--- src/core/stwc_pkg.sv ---
// Purpose : shared constants and types for the stop-wake / port-config block
// Assumes : 250 MHz system clock, 8-bit expanded register file access from the core
// Notes   : all offsets, reset values and cycle counts live here

package stwc_pkg;

    // ------------------------------------------------------------------
    // register locations (expanded register bank F)
    // ------------------------------------------------------------------
    localparam logic [3:0] STWC_CFG_BANK      = 4'hf;   // bank holding system config
    localparam logic [3:0] STWC_OFF_PORTDRV   = 4'h0;   // port_drive_config, write only
    localparam logic [3:0] STWC_OFF_STOPWAKE  = 4'h1;   // stop_wake_control
    localparam logic [3:0] STWC_OFF_WDMODE    = 4'h2;   // watchdog_mode_reg
    localparam logic [3:0] STWC_OFF_P2MODE    = 4'h3;   // port2_mode_reg
    localparam logic [3:0] STWC_OFF_P3MODE    = 4'h4;   // port3_mode_reg

    // ------------------------------------------------------------------
    // field positions
    // ------------------------------------------------------------------
    localparam int STWC_PD_CMP_OUT    = 0;  // comparator outputs onto port 3
    localparam int STWC_PD_P2_STD     = 5;  // port 2 standard drive
    localparam int STWC_PD_P3_STD     = 6;  // port 3 standard drive
    localparam int STWC_PD_OSC_STD    = 7;  // oscillator standard drive
    localparam int STWC_SW_SRC_LSB    = 2;  // wake source select, 3 bits
    localparam int STWC_SW_DELAY_EN   = 5;  // post-wake long delay enable
    localparam int STWC_SW_LEVEL_HI   = 6;  // wake on high level
    localparam int STWC_SW_WARM       = 7;  // warm start flag, read only
    localparam int STWC_P3M_ANALOG    = 1;  // port 3 bits 1..3 in analog mode

    // ------------------------------------------------------------------
    // reset values
    // ------------------------------------------------------------------
    localparam logic [7:0] STWC_PORTDRV_RST  = 8'hfe;  // standard drive, no comparator out
    localparam logic [7:0] STWC_STOPWAKE_RST = 8'h20;  // delay on, low level, cold
    localparam logic [7:0] STWC_WDMODE_RST   = 8'h00;
    localparam logic [7:0] STWC_P2MODE_RST   = 8'h00;
    localparam logic [7:0] STWC_P3MODE_RST   = 8'h00;
    localparam logic [7:0] STWC_RD_WO       = 8'h00;  // read value of write-only location

    // ------------------------------------------------------------------
    // wake source codes
    // ------------------------------------------------------------------
    localparam logic [2:0] STWC_SRC_P31     = 3'h2;
    localparam logic [2:0] STWC_SRC_P32     = 3'h3;
    localparam logic [2:0] STWC_SRC_P33     = 3'h4;
    localparam logic [2:0] STWC_SRC_P27     = 3'h5;
    localparam logic [2:0] STWC_SRC_NOR_LO  = 3'h6;
    localparam logic [2:0] STWC_SRC_NOR_ALL = 3'h7;

    // ------------------------------------------------------------------
    // timing
    // ------------------------------------------------------------------
    localparam int STWC_CLK_KHZ        = 250000;  // system clock rate
    localparam int STWC_RST_DELAY_MS   = 5;       // nominal reset delay
    localparam int STWC_RST_DELAY_CYC  = STWC_RST_DELAY_MS * STWC_CLK_KHZ;
    localparam int STWC_TAIL_CYC       = 18;      // clocks after the delay
    localparam int STWC_CNT_W          = 21;      // counter width for the delay

    // ------------------------------------------------------------------
    // sequencer states
    // ------------------------------------------------------------------
    typedef enum logic [2:0] {
        STWC_HOLD,
        STWC_DELAY,
        STWC_TAIL,
        STWC_RUN,
        STWC_STOP
    } stwc_state_t;

endpackage

--- src/core/stwc_top.sv ---
// Purpose : reset sequencing, stop-mode wake-up and port / oscillator drive configuration
// Assumes : core writes config registers over a simple bank/offset strobe port
// Notes   : long reset delay is a parameter so simulation can shorten it

`timescale 1ns/1ps

// How it works
// - reset on power-on, watchdog, wake, low-voltage
// - power-on reset holds delay plus 18 clocks
// - wake reset keeps mode and recovery registers
// - config bit 0 routes comparators to port 3
// - config bit 5 low-noise port 2, default 1
// - config bit 6 low-noise port 3, default 1
// - config bit 7 oscillator drive, ratio unchanged
// - config register write only, bank F 00
// - recovery bits 4..2 pick wake source
// - analog port 3 inputs never wake
// - serial compare match always wakes
// - recovery bit 5 enables delay, default 1
// - bit 5 set applies delay, clear fast
// - recovery bit 6 selects wake level, default 0
// - bit 7 read-only warm flag, set on stop
module stwc_top
#(
    parameter int DELAY_CYCLES = stwc_pkg::STWC_RST_DELAY_CYC,  // long reset delay
    parameter int TAIL_CYCLES  = stwc_pkg::STWC_TAIL_CYC        // clocks after delay
)
(
    input  wire logic       clk_sys,
    input  wire logic       rstn,
    input  wire logic       por_detect,
    input  wire logic       lvp_detect,
    input  wire logic       wdt_expire,
    input  wire logic       stop_req,
    input  wire logic [3:0] reg_bank,
    input  wire logic [3:0] reg_addr,
    input  wire logic [7:0] reg_wdata,
    input  wire logic       reg_wr,
    output logic      [7:0] reg_rdata,
    input  wire logic [7:0] port2_pins,
    input  wire logic [3:1] port3_pins,
    input  wire logic       spi_enable,
    input  wire logic       spi_cmp_enable,
    input  wire logic       spi_cmp_match,
    input  wire logic       cmp_out_a,
    input  wire logic       cmp_out_b,
    input  wire logic       port3_bit4_gpio,
    input  wire logic       port3_bit5_gpio,
    output logic            port3_bit4_out,
    output logic            port3_bit5_out,
    output logic            port2_low_noise,
    output logic            port3_low_noise,
    output logic            osc_low_noise,
    output logic      [7:0] watchdog_mode_reg,
    output logic      [7:0] port2_mode_reg,
    output logic      [7:0] port3_mode_reg,
    output logic            core_reset_n,
    output logic            stop_mode
);
    import stwc_pkg::*;

    // ------------------------------------------------------------------
    // declarations
    // ------------------------------------------------------------------
    stwc_state_t            state;            // sequencer state
    stwc_state_t            next_state;
    logic [STWC_CNT_W-1:0]  cnt;              // delay / tail counter
    logic [STWC_CNT_W-1:0]  next_cnt;
    logic [7:0]             port_drive_config;
    logic [7:0]             next_port_drive_config;
    logic [7:0]             stop_wake_control;
    logic [7:0]             next_stop_wake_control;
    logic [7:0]             next_watchdog_mode_reg;
    logic [7:0]             next_port2_mode_reg;
    logic [7:0]             next_port3_mode_reg;
    logic [7:0]             next_reg_rdata;
    logic                   next_p34;
    logic                   next_p35;
    logic [1:0]             pin_meta;         // por / lvp first stage
    logic [1:0]             pin_sync;         // por / lvp second stage
    logic                   pin_hit;          // wake pin at its level
    logic                   wake_event;       // qualified wake in stop
    logic                   cold_cause;       // power-on, low-voltage, watchdog

    localparam logic [STWC_CNT_W-1:0] DELAY_LAST = STWC_CNT_W'(DELAY_CYCLES - 1);
    localparam logic [STWC_CNT_W-1:0] TAIL_LAST  = STWC_CNT_W'(TAIL_CYCLES - 1);

    // decode of one config register address, used for every register
    function automatic logic hit(input logic [3:0] bank,
                                 input logic [3:0] addr,
                                 input logic [3:0] off);
        return (bank == STWC_CFG_BANK) && (addr == off);
    endfunction

    // ------------------------------------------------------------------
    // pin synchronisers for the analog detectors
    // ------------------------------------------------------------------
    always_ff @(posedge clk_sys)
    begin
        if (!rstn)
        begin
            pin_meta <= 2'b00;
            pin_sync <= 2'b00;
        end
        else
        begin
            pin_meta <= {lvp_detect, por_detect};
            pin_sync <= pin_meta;
        end
    end

    // ------------------------------------------------------------------
    // wake source selector
    // ------------------------------------------------------------------
    stwc_wake_sel u_wake_sel
    (
        .clk_sys     (clk_sys),
        .rstn        (rstn),
        .port2_pins  (port2_pins),
        .port3_pins  (port3_pins),
        .source_sel  (stop_wake_control[STWC_SW_SRC_LSB +: 3]),
        .level_high  (stop_wake_control[STWC_SW_LEVEL_HI]),
        .analog_mode (port3_mode_reg[STWC_P3M_ANALOG]),
        .wake_hit    (pin_hit)
    );

    // ------------------------------------------------------------------
    // reset causes and wake qualification
    // ------------------------------------------------------------------
    always_comb
    begin
        // cold causes restart everything, registers included
        cold_cause = pin_sync[0] | pin_sync[1] | wdt_expire;
        // sources only count while stopped; serial compare ignores the select field
        wake_event = (state == STWC_STOP)
                   & (pin_hit | (spi_enable & spi_cmp_enable & spi_cmp_match));
    end

    // ------------------------------------------------------------------
    // sequencer next state
    // ------------------------------------------------------------------
    always_comb
    begin
        next_state = state;
        next_cnt   = cnt;
        if (cold_cause)
        begin
            // held while the cause stands, delay counted from its release
            next_state = STWC_HOLD;
            next_cnt   = '0;
        end
        else
        begin
            unique case (state)
                STWC_HOLD :
                begin
                    next_state = STWC_DELAY;
                    next_cnt   = '0;
                end
                STWC_DELAY :
                begin
                    if (cnt == DELAY_LAST)
                    begin
                        next_state = STWC_TAIL;
                        next_cnt   = '0;
                    end
                    else
                    begin
                        next_cnt = cnt + 1'b1;
                    end
                end
                STWC_TAIL :
                begin
                    if (cnt == TAIL_LAST)
                    begin
                        next_state = STWC_RUN;
                        next_cnt   = '0;
                    end
                    else
                    begin
                        next_cnt = cnt + 1'b1;
                    end
                end
                STWC_RUN :
                begin
                    if (stop_req)
                    begin
                        next_state = STWC_STOP;
                    end
                end
                STWC_STOP :
                begin
                    if (wake_event)
                    begin
                        // bit 5 set: long delay; clear: fast wake, tail only
                        next_state = stop_wake_control[STWC_SW_DELAY_EN]
                                   ? STWC_DELAY : STWC_TAIL;
                        next_cnt   = '0;
                    end
                end
            endcase
        end
    end

    // ------------------------------------------------------------------
    // register file next values
    // ------------------------------------------------------------------
    always_comb
    begin
        next_port_drive_config = port_drive_config;
        next_stop_wake_control = stop_wake_control;
        next_watchdog_mode_reg = watchdog_mode_reg;
        next_port2_mode_reg    = port2_mode_reg;
        next_port3_mode_reg    = port3_mode_reg;
        if (cold_cause)
        begin
            // only cold causes restore defaults; a wake leaves them alone
            next_port_drive_config = STWC_PORTDRV_RST;
            next_stop_wake_control = STWC_STOPWAKE_RST;
            next_watchdog_mode_reg = STWC_WDMODE_RST;
            next_port2_mode_reg    = STWC_P2MODE_RST;
            next_port3_mode_reg    = STWC_P3MODE_RST;
        end
        else
        begin
            if (reg_wr && core_reset_n)
            begin
                if (hit(reg_bank, reg_addr, STWC_OFF_PORTDRV))
                begin
                    // bits 4..1 stored as written; software keeps them at one
                    next_port_drive_config = reg_wdata;
                end
                if (hit(reg_bank, reg_addr, STWC_OFF_STOPWAKE))
                begin
                    next_stop_wake_control[6:0] = reg_wdata[6:0];
                end
                if (hit(reg_bank, reg_addr, STWC_OFF_WDMODE))
                begin
                    next_watchdog_mode_reg = reg_wdata;
                end
                if (hit(reg_bank, reg_addr, STWC_OFF_P2MODE))
                begin
                    next_port2_mode_reg = reg_wdata;
                end
                if (hit(reg_bank, reg_addr, STWC_OFF_P3MODE))
                begin
                    next_port3_mode_reg = reg_wdata;
                end
            end
            // warm flag set by hardware on stop entry; no software clear
            if ((state == STWC_RUN) && stop_req)
            begin
                next_stop_wake_control[STWC_SW_WARM] = 1'b1;
            end
        end
    end

    // ------------------------------------------------------------------
    // read data and pin routing next values
    // ------------------------------------------------------------------
    always_comb
    begin
        next_reg_rdata = 8'h00;
        if (hit(reg_bank, reg_addr, STWC_OFF_PORTDRV))
        begin
            next_reg_rdata = STWC_RD_WO;  // write only, contents hidden
        end
        else if (hit(reg_bank, reg_addr, STWC_OFF_STOPWAKE))
        begin
            next_reg_rdata = stop_wake_control;
        end
        else if (hit(reg_bank, reg_addr, STWC_OFF_WDMODE))
        begin
            next_reg_rdata = watchdog_mode_reg;
        end
        else if (hit(reg_bank, reg_addr, STWC_OFF_P2MODE))
        begin
            next_reg_rdata = port2_mode_reg;
        end
        else if (hit(reg_bank, reg_addr, STWC_OFF_P3MODE))
        begin
            next_reg_rdata = port3_mode_reg;
        end
        // comparator outputs replace ordinary port data when bit 0 set
        next_p34 = port_drive_config[STWC_PD_CMP_OUT] ? cmp_out_a : port3_bit4_gpio;
        next_p35 = port_drive_config[STWC_PD_CMP_OUT] ? cmp_out_b : port3_bit5_gpio;
    end

    // ------------------------------------------------------------------
    // state registers
    // ------------------------------------------------------------------
    always_ff @(posedge clk_sys)
    begin
        if (!rstn)
        begin
            state             <= STWC_HOLD;  // system reset acts as power-on
            cnt               <= '0;
            port_drive_config <= STWC_PORTDRV_RST;
            stop_wake_control <= STWC_STOPWAKE_RST;
            watchdog_mode_reg <= STWC_WDMODE_RST;
            port2_mode_reg    <= STWC_P2MODE_RST;
            port3_mode_reg    <= STWC_P3MODE_RST;
            reg_rdata         <= 8'h00;
            port3_bit4_out    <= 1'b0;
            port3_bit5_out    <= 1'b0;
        end
        else
        begin
            state             <= next_state;
            cnt               <= next_cnt;
            port_drive_config <= next_port_drive_config;
            stop_wake_control <= next_stop_wake_control;
            watchdog_mode_reg <= next_watchdog_mode_reg;
            port2_mode_reg    <= next_port2_mode_reg;
            port3_mode_reg    <= next_port3_mode_reg;
            reg_rdata         <= next_reg_rdata;
            port3_bit4_out    <= next_p34;
            port3_bit5_out    <= next_p35;
        end
    end

    // ------------------------------------------------------------------
    // drive selects and status outputs
    // ------------------------------------------------------------------
    // drive selects are inverted register bits; oscillator ratio is untouched here
    always_comb
    begin
        port2_low_noise = ~port_drive_config[STWC_PD_P2_STD];
        port3_low_noise = ~port_drive_config[STWC_PD_P3_STD];
        osc_low_noise   = ~port_drive_config[STWC_PD_OSC_STD];
        core_reset_n    = (state == STWC_RUN) || (state == STWC_STOP);
        stop_mode       = (state == STWC_STOP);
    end

endmodule

--- src/core/stwc_wake_sel.sv ---
// Purpose : synchronise wake pins and pick the selected stop-mode wake source
// Assumes : pins are asynchronous to clk_sys
// Notes   : output is a level, true while the chosen source is at its wake level

`timescale 1ns/1ps

module stwc_wake_sel
(
    input  wire logic       clk_sys,
    input  wire logic       rstn,
    input  wire logic [7:0] port2_pins,
    input  wire logic [3:1] port3_pins,
    input  wire logic [2:0] source_sel,
    input  wire logic       level_high,
    input  wire logic       analog_mode,
    output logic            wake_hit
);
    import stwc_pkg::*;

    // ------------------------------------------------------------------
    // two-stage synchronisers
    // ------------------------------------------------------------------
    logic [10:0] meta;        // first stage, read only by second stage
    logic [10:0] sync;        // second stage, safe to use
    logic [10:0] next_meta;
    logic [10:0] next_sync;

    // next values of the synchroniser chain
    always_comb
    begin
        next_meta = {port3_pins, port2_pins};
        next_sync = meta;
    end

    // register the chain
    always_ff @(posedge clk_sys)
    begin
        if (!rstn)
        begin
            meta <= 11'h7ff;  // idle high so no false low-level wake
            sync <= 11'h7ff;
        end
        else
        begin
            meta <= next_meta;
            sync <= next_sync;
        end
    end

    // ------------------------------------------------------------------
    // source selection
    // ------------------------------------------------------------------
    // returns the raw level of the chosen source and whether it is usable
    function automatic logic [1:0] pick(input logic [2:0] sel,
                                        input logic [7:0] p2,
                                        input logic [3:1] p3,
                                        input logic       ana);
        logic [1:0] r;
        r = 2'b00;
        unique case (sel)
            STWC_SRC_P31     : r = {~ana, p3[1]};
            STWC_SRC_P32     : r = {~ana, p3[2]};
            STWC_SRC_P33     : r = {~ana, p3[3]};
            STWC_SRC_P27     : r = {1'b1, p2[7]};
            STWC_SRC_NOR_LO  : r = {1'b1, ~|p2[3:0]};
            STWC_SRC_NOR_ALL : r = {1'b1, ~|p2};
            default          : r = 2'b00;  // codes 0 and 1: no pin source; only serial compare or a cold cause ends stop
        endcase
        return r;
    endfunction

    logic [1:0] chosen;  // {usable, level}

    // wake when the usable source sits at the programmed level
    always_comb
    begin
        chosen   = pick(source_sel, sync[7:0], sync[10:8], analog_mode);
        wake_hit = chosen[1] & (chosen[0] == level_high);
    end

endmodule

--- config.mk ---
export PLATFORM = sky130hd
export DESIGN_NAME = stwc_top
export DESIGN_NICKNAME = d
export VERILOG_FILES = /design/src/core/stwc_pkg.sv /design/src/core/stwc_top.sv /design/src/core/stwc_wake_sel.sv
export SDC_FILE = /design/constraint.sdc
export NUM_CORES = 1
export LEC_CHECK = 0
export BUFFER_PORTS_ARGS = -buffer_cell sky130_fd_sc_hd__clkbuf_2
export CORE_MARGIN = 5
export CORE_UTILIZATION = 54
export CTS_BUF_LIST = sky130_fd_sc_hd__clkbuf_8 sky130_fd_sc_hd__clkbuf_16
export CTS_CLUSTER_DIAMETER = 50
export DETAILED_ROUTE_END_ITERATION = 8
export PLACE_DENSITY_LB_ADDON = 0.05
export SYNTH_ARGS = -nofsm -noshare
export SYNTH_HDL_FRONTEND = slang
export SYNTH_SLANG_ARGS = --single-unit
--- constraint.sdc ---
create_clock -name clk_sys -period 3 [get_ports clk_sys]
set_clock_uncertainty 0.2 [all_clocks]
set_input_delay 0 -clock clk_sys [delete_from_list [all_inputs] [get_ports clk_sys]]
set_output_delay 0 -clock clk_sys [all_outputs]
set_load 0.005 [all_outputs]
==> metrics.yaml <==
routing:
  wl_met1_mm: 4.444
  routed_wl_mm: 9.829
  wl_per_cell_um: 15.19
  highest_layer: "met4"
  final_antenna_net_count: 0
  drtIter0Drc: 251
  met3_wirelength_um: 396
  drt_first_pass_iters: 5
  vias: 3531
  wl_met2_mm: 4.849
  vias_per_cell: 5.457
  route.detailed.drc: 0
setup_path:
  worstPathRequired_ns: 3.04
  cp.depth: 8
  worstSetupPathType: "primary input to register"
  critPathBufInv: 4
  arrival_ns: 2.69
  crit_slowest_cell: "dlygate4sd3_1"
  cpMostUsedCell: "dlygate4sd3_1"
  path_cells: "dlygate4sd3_1 > clkbuf_2 > nor3_1 > dlygate4sd3_1 > nand2_1 > nor2_2 > dlygate4sd3_1 > o211ai_1"
  cp_top_family: "buffers and inverters"
  r2r.worst_path.cells: 7
  worstSetupStartpointType: "primary input"
  cp-end-kind: "register"
  crit_fanout: 5
  cp_slowest_stage_delay_ns: 0.67
floorplanning:
  rows: 31
  start_util_pct: 55.25
  die_w_um: 95.92
  fp.coreArea_sq_um: 7214
  io_pins: 80
  die_h_um: 95.92
  dieArea_sq_um: 9201
cts:
  root_buffer: "clkbuf_8"
  cts_buffer_depth: 2
  cts_sinks: 96
  clk_latency_ns: 0.36
  cts_buffers: 9
  cts_tree: "built"
  htree_num_levels: 3
  clk_pin_slew_ns: 0.09
  cts_setup_buffers: 0
power:
  design_power_total_mw: 2.243
  peakVddDrop_mv: 0.3700
  powerDensity_nw_per_um2: 442.4
  p_leak_nw: 1.934
hold_path:
  hold_path_depth: 4
  hold_path.class: "primary input to register"
global_route:
  gr-usage-all-layers_pct: 22.47
  grt_max_degree: 41
  overflow: 0
  grt_pass1_vias: 3356
  antenna_found_initial: 0
  grt_pass1_wl_mm: 16.29
synthesis:
  synth_cells: 425
  synth_area_sq_um: 3986
  yosysWarnings: 0
  synth_flop_cell: "dfxtp_1"
  ys_seq_elements: 96
  yosys.area.top_type_share_pct: 48.21
  synthArstFlopShare_pct: 0
  synth_enable_flop_cells: 0
  synthDistinctLibCells: 57
  syn_avg_cell_area_sq_um: 9.380
  synth_top_area_cell: "dfxtp_1"
  ys_top_cells_by_area: "dfxtp_1, mux2i_1, nand2b_1"
  synthesis.nets: 468
  synth-seq-area-share_pct: 48.21
run:
  drv_cap: 0
layout:
  antennaDiodeCount: 0
  final_util_pct: 70.26
  top_register: "cnt"
  reg_top3: "cnt x21, u_wake_sel.meta x11, u_wake_sel.sync x11"
  area_growth_pct: 27.15
  layout_commonest_cell: "dfxtp_1"
  largest_reg_flops: 21
  final_cell_mix: "dfxtp_1, clkbuf_2, dlygate4sd3_1, nor2_1, nand2_1"
  final_net_count: 586
  drive_gt1_share_pct: 21.35
  final_cell_count_no_fill: 647
outcome:
  status: "complete, no violations"
sta:
  rsz0062_at_grt: "false"
  worstMarginPinSlew_ns: 1.018
  min_period_over_period_pct: 88.11
  period_minus_slack_ns: 2.643
  final-hold-violation-count: 0
  timing.slew.headroom_pct: 32.08
  slew_violations: 0
  fmax_ghz: 0.3783
  fin_tns_setup_ns: 0
  setup_viol: 0
placement:
  globalplace.congestion: 0.8959
  hpwl_mm: 6.378
  dp.cells: 585
  port_buffers: 79
==> where the power goes <==
group / internal (mW) / total [mW] / switching, mW / leakage (nW)
clock network: 0.327 / 0.776 / 0.448 / 0.0945
logic: 0.0842 / 0.166 / 0.0815 / 1.06
registers: 1.29 / 1.30 / 0.00839 / 0.780
==> synth_stat cells, drive strengths merged, types with 3 or more instances <==
cell / instances
a311oi: 6
and3: 4
nor3: 16
a31oi: 11
dfxtp: 96
nor4b: 3
nor2: 43
mux2i: 38
and2: 4
buf: 11
nand2: 39
o21ai: 20
o211ai: 3
a21oi: 20
nand3: 12
inv: 7
nand2b: 26
clkbuf: 13
nor2b: 3
a41oi: 3
a222oi: 8
nor4: 7
==> path summary, 6_finish.rpt <==
| check | start | endpoint | slack [ns] |
|---|---|---|---|
| hold reg to reg | u_wake_sel.meta[9] | u_wake_sel.sync[9] | 0.21 |
| setup / recovery | reg_addr[2] | port_drive_config[6] | 0.36 |
| setup reg to reg | cnt[0] | cnt[5] | 0.40 |
| hold / removal | spi_enable | state[1] | 0.03 |
==> repair_timing <==
item | CTS | global route
hold buffers | 46 | 0
setup endpoints to repair | 0 | 0
gates resized for setup | 0 | 0
hold endpoints to repair | 75 | 0
==> kinds of logic (layout without fill, tap and decap cells) <==
logic type,Yosys count,after routing,synth area share [%]
compound gates,85,85,15.19
xor+xnor,1,1,0.2198
fa+ha+maj,3,3,0.8788
buf+inv,31,154,3.735
flops,96,96,48.21
mux,38,38,9.636
simple gates,171,171,22.13
==> stage by stage <==
stage	worst slack, ns	cell area [sq um]	hold WS, ns
after floorplan	0.8185	3986	-0.09853
after global placement	0.5535	4428	-0.01976
after detailed placement	0.4329	4428	-0.01523
after CTS	0.4206	5069	0.01070
after global routing	0.1908	5069	0.04820
final	0.3568	5069	0.02944
==> worst reg2reg max path, cell delays in order, from the launching register on <==
cell and delay (ns):
dfxtp_1 0.36, ha_1 0.26, nand3_2 0.17, or4_4 0.17
a21oi_4 0.05, nor2_2 0.77, o21ai_0 0.22, a311oi_1 0.31
==> final cells by class <==
cell class	count	area, sq um
repair buffers	131	900.9
flip-flops and latches	96	1922
clock buffers	10	137.6
well taps	99	123.9
clock inverters	6	42.54
fillers	590	2146
inverters	7	26.28
multi-input cells	298	1916
==> layer usage <==
layer,vias to the layer above,global-route usage [%]
li1,1772,-
met1,1657,30.57
met2,89,36.71
met3,13,3.049
met4,0,7.583
met5,-,0
No activity file was read; power rests on OpenSTA's default activity.
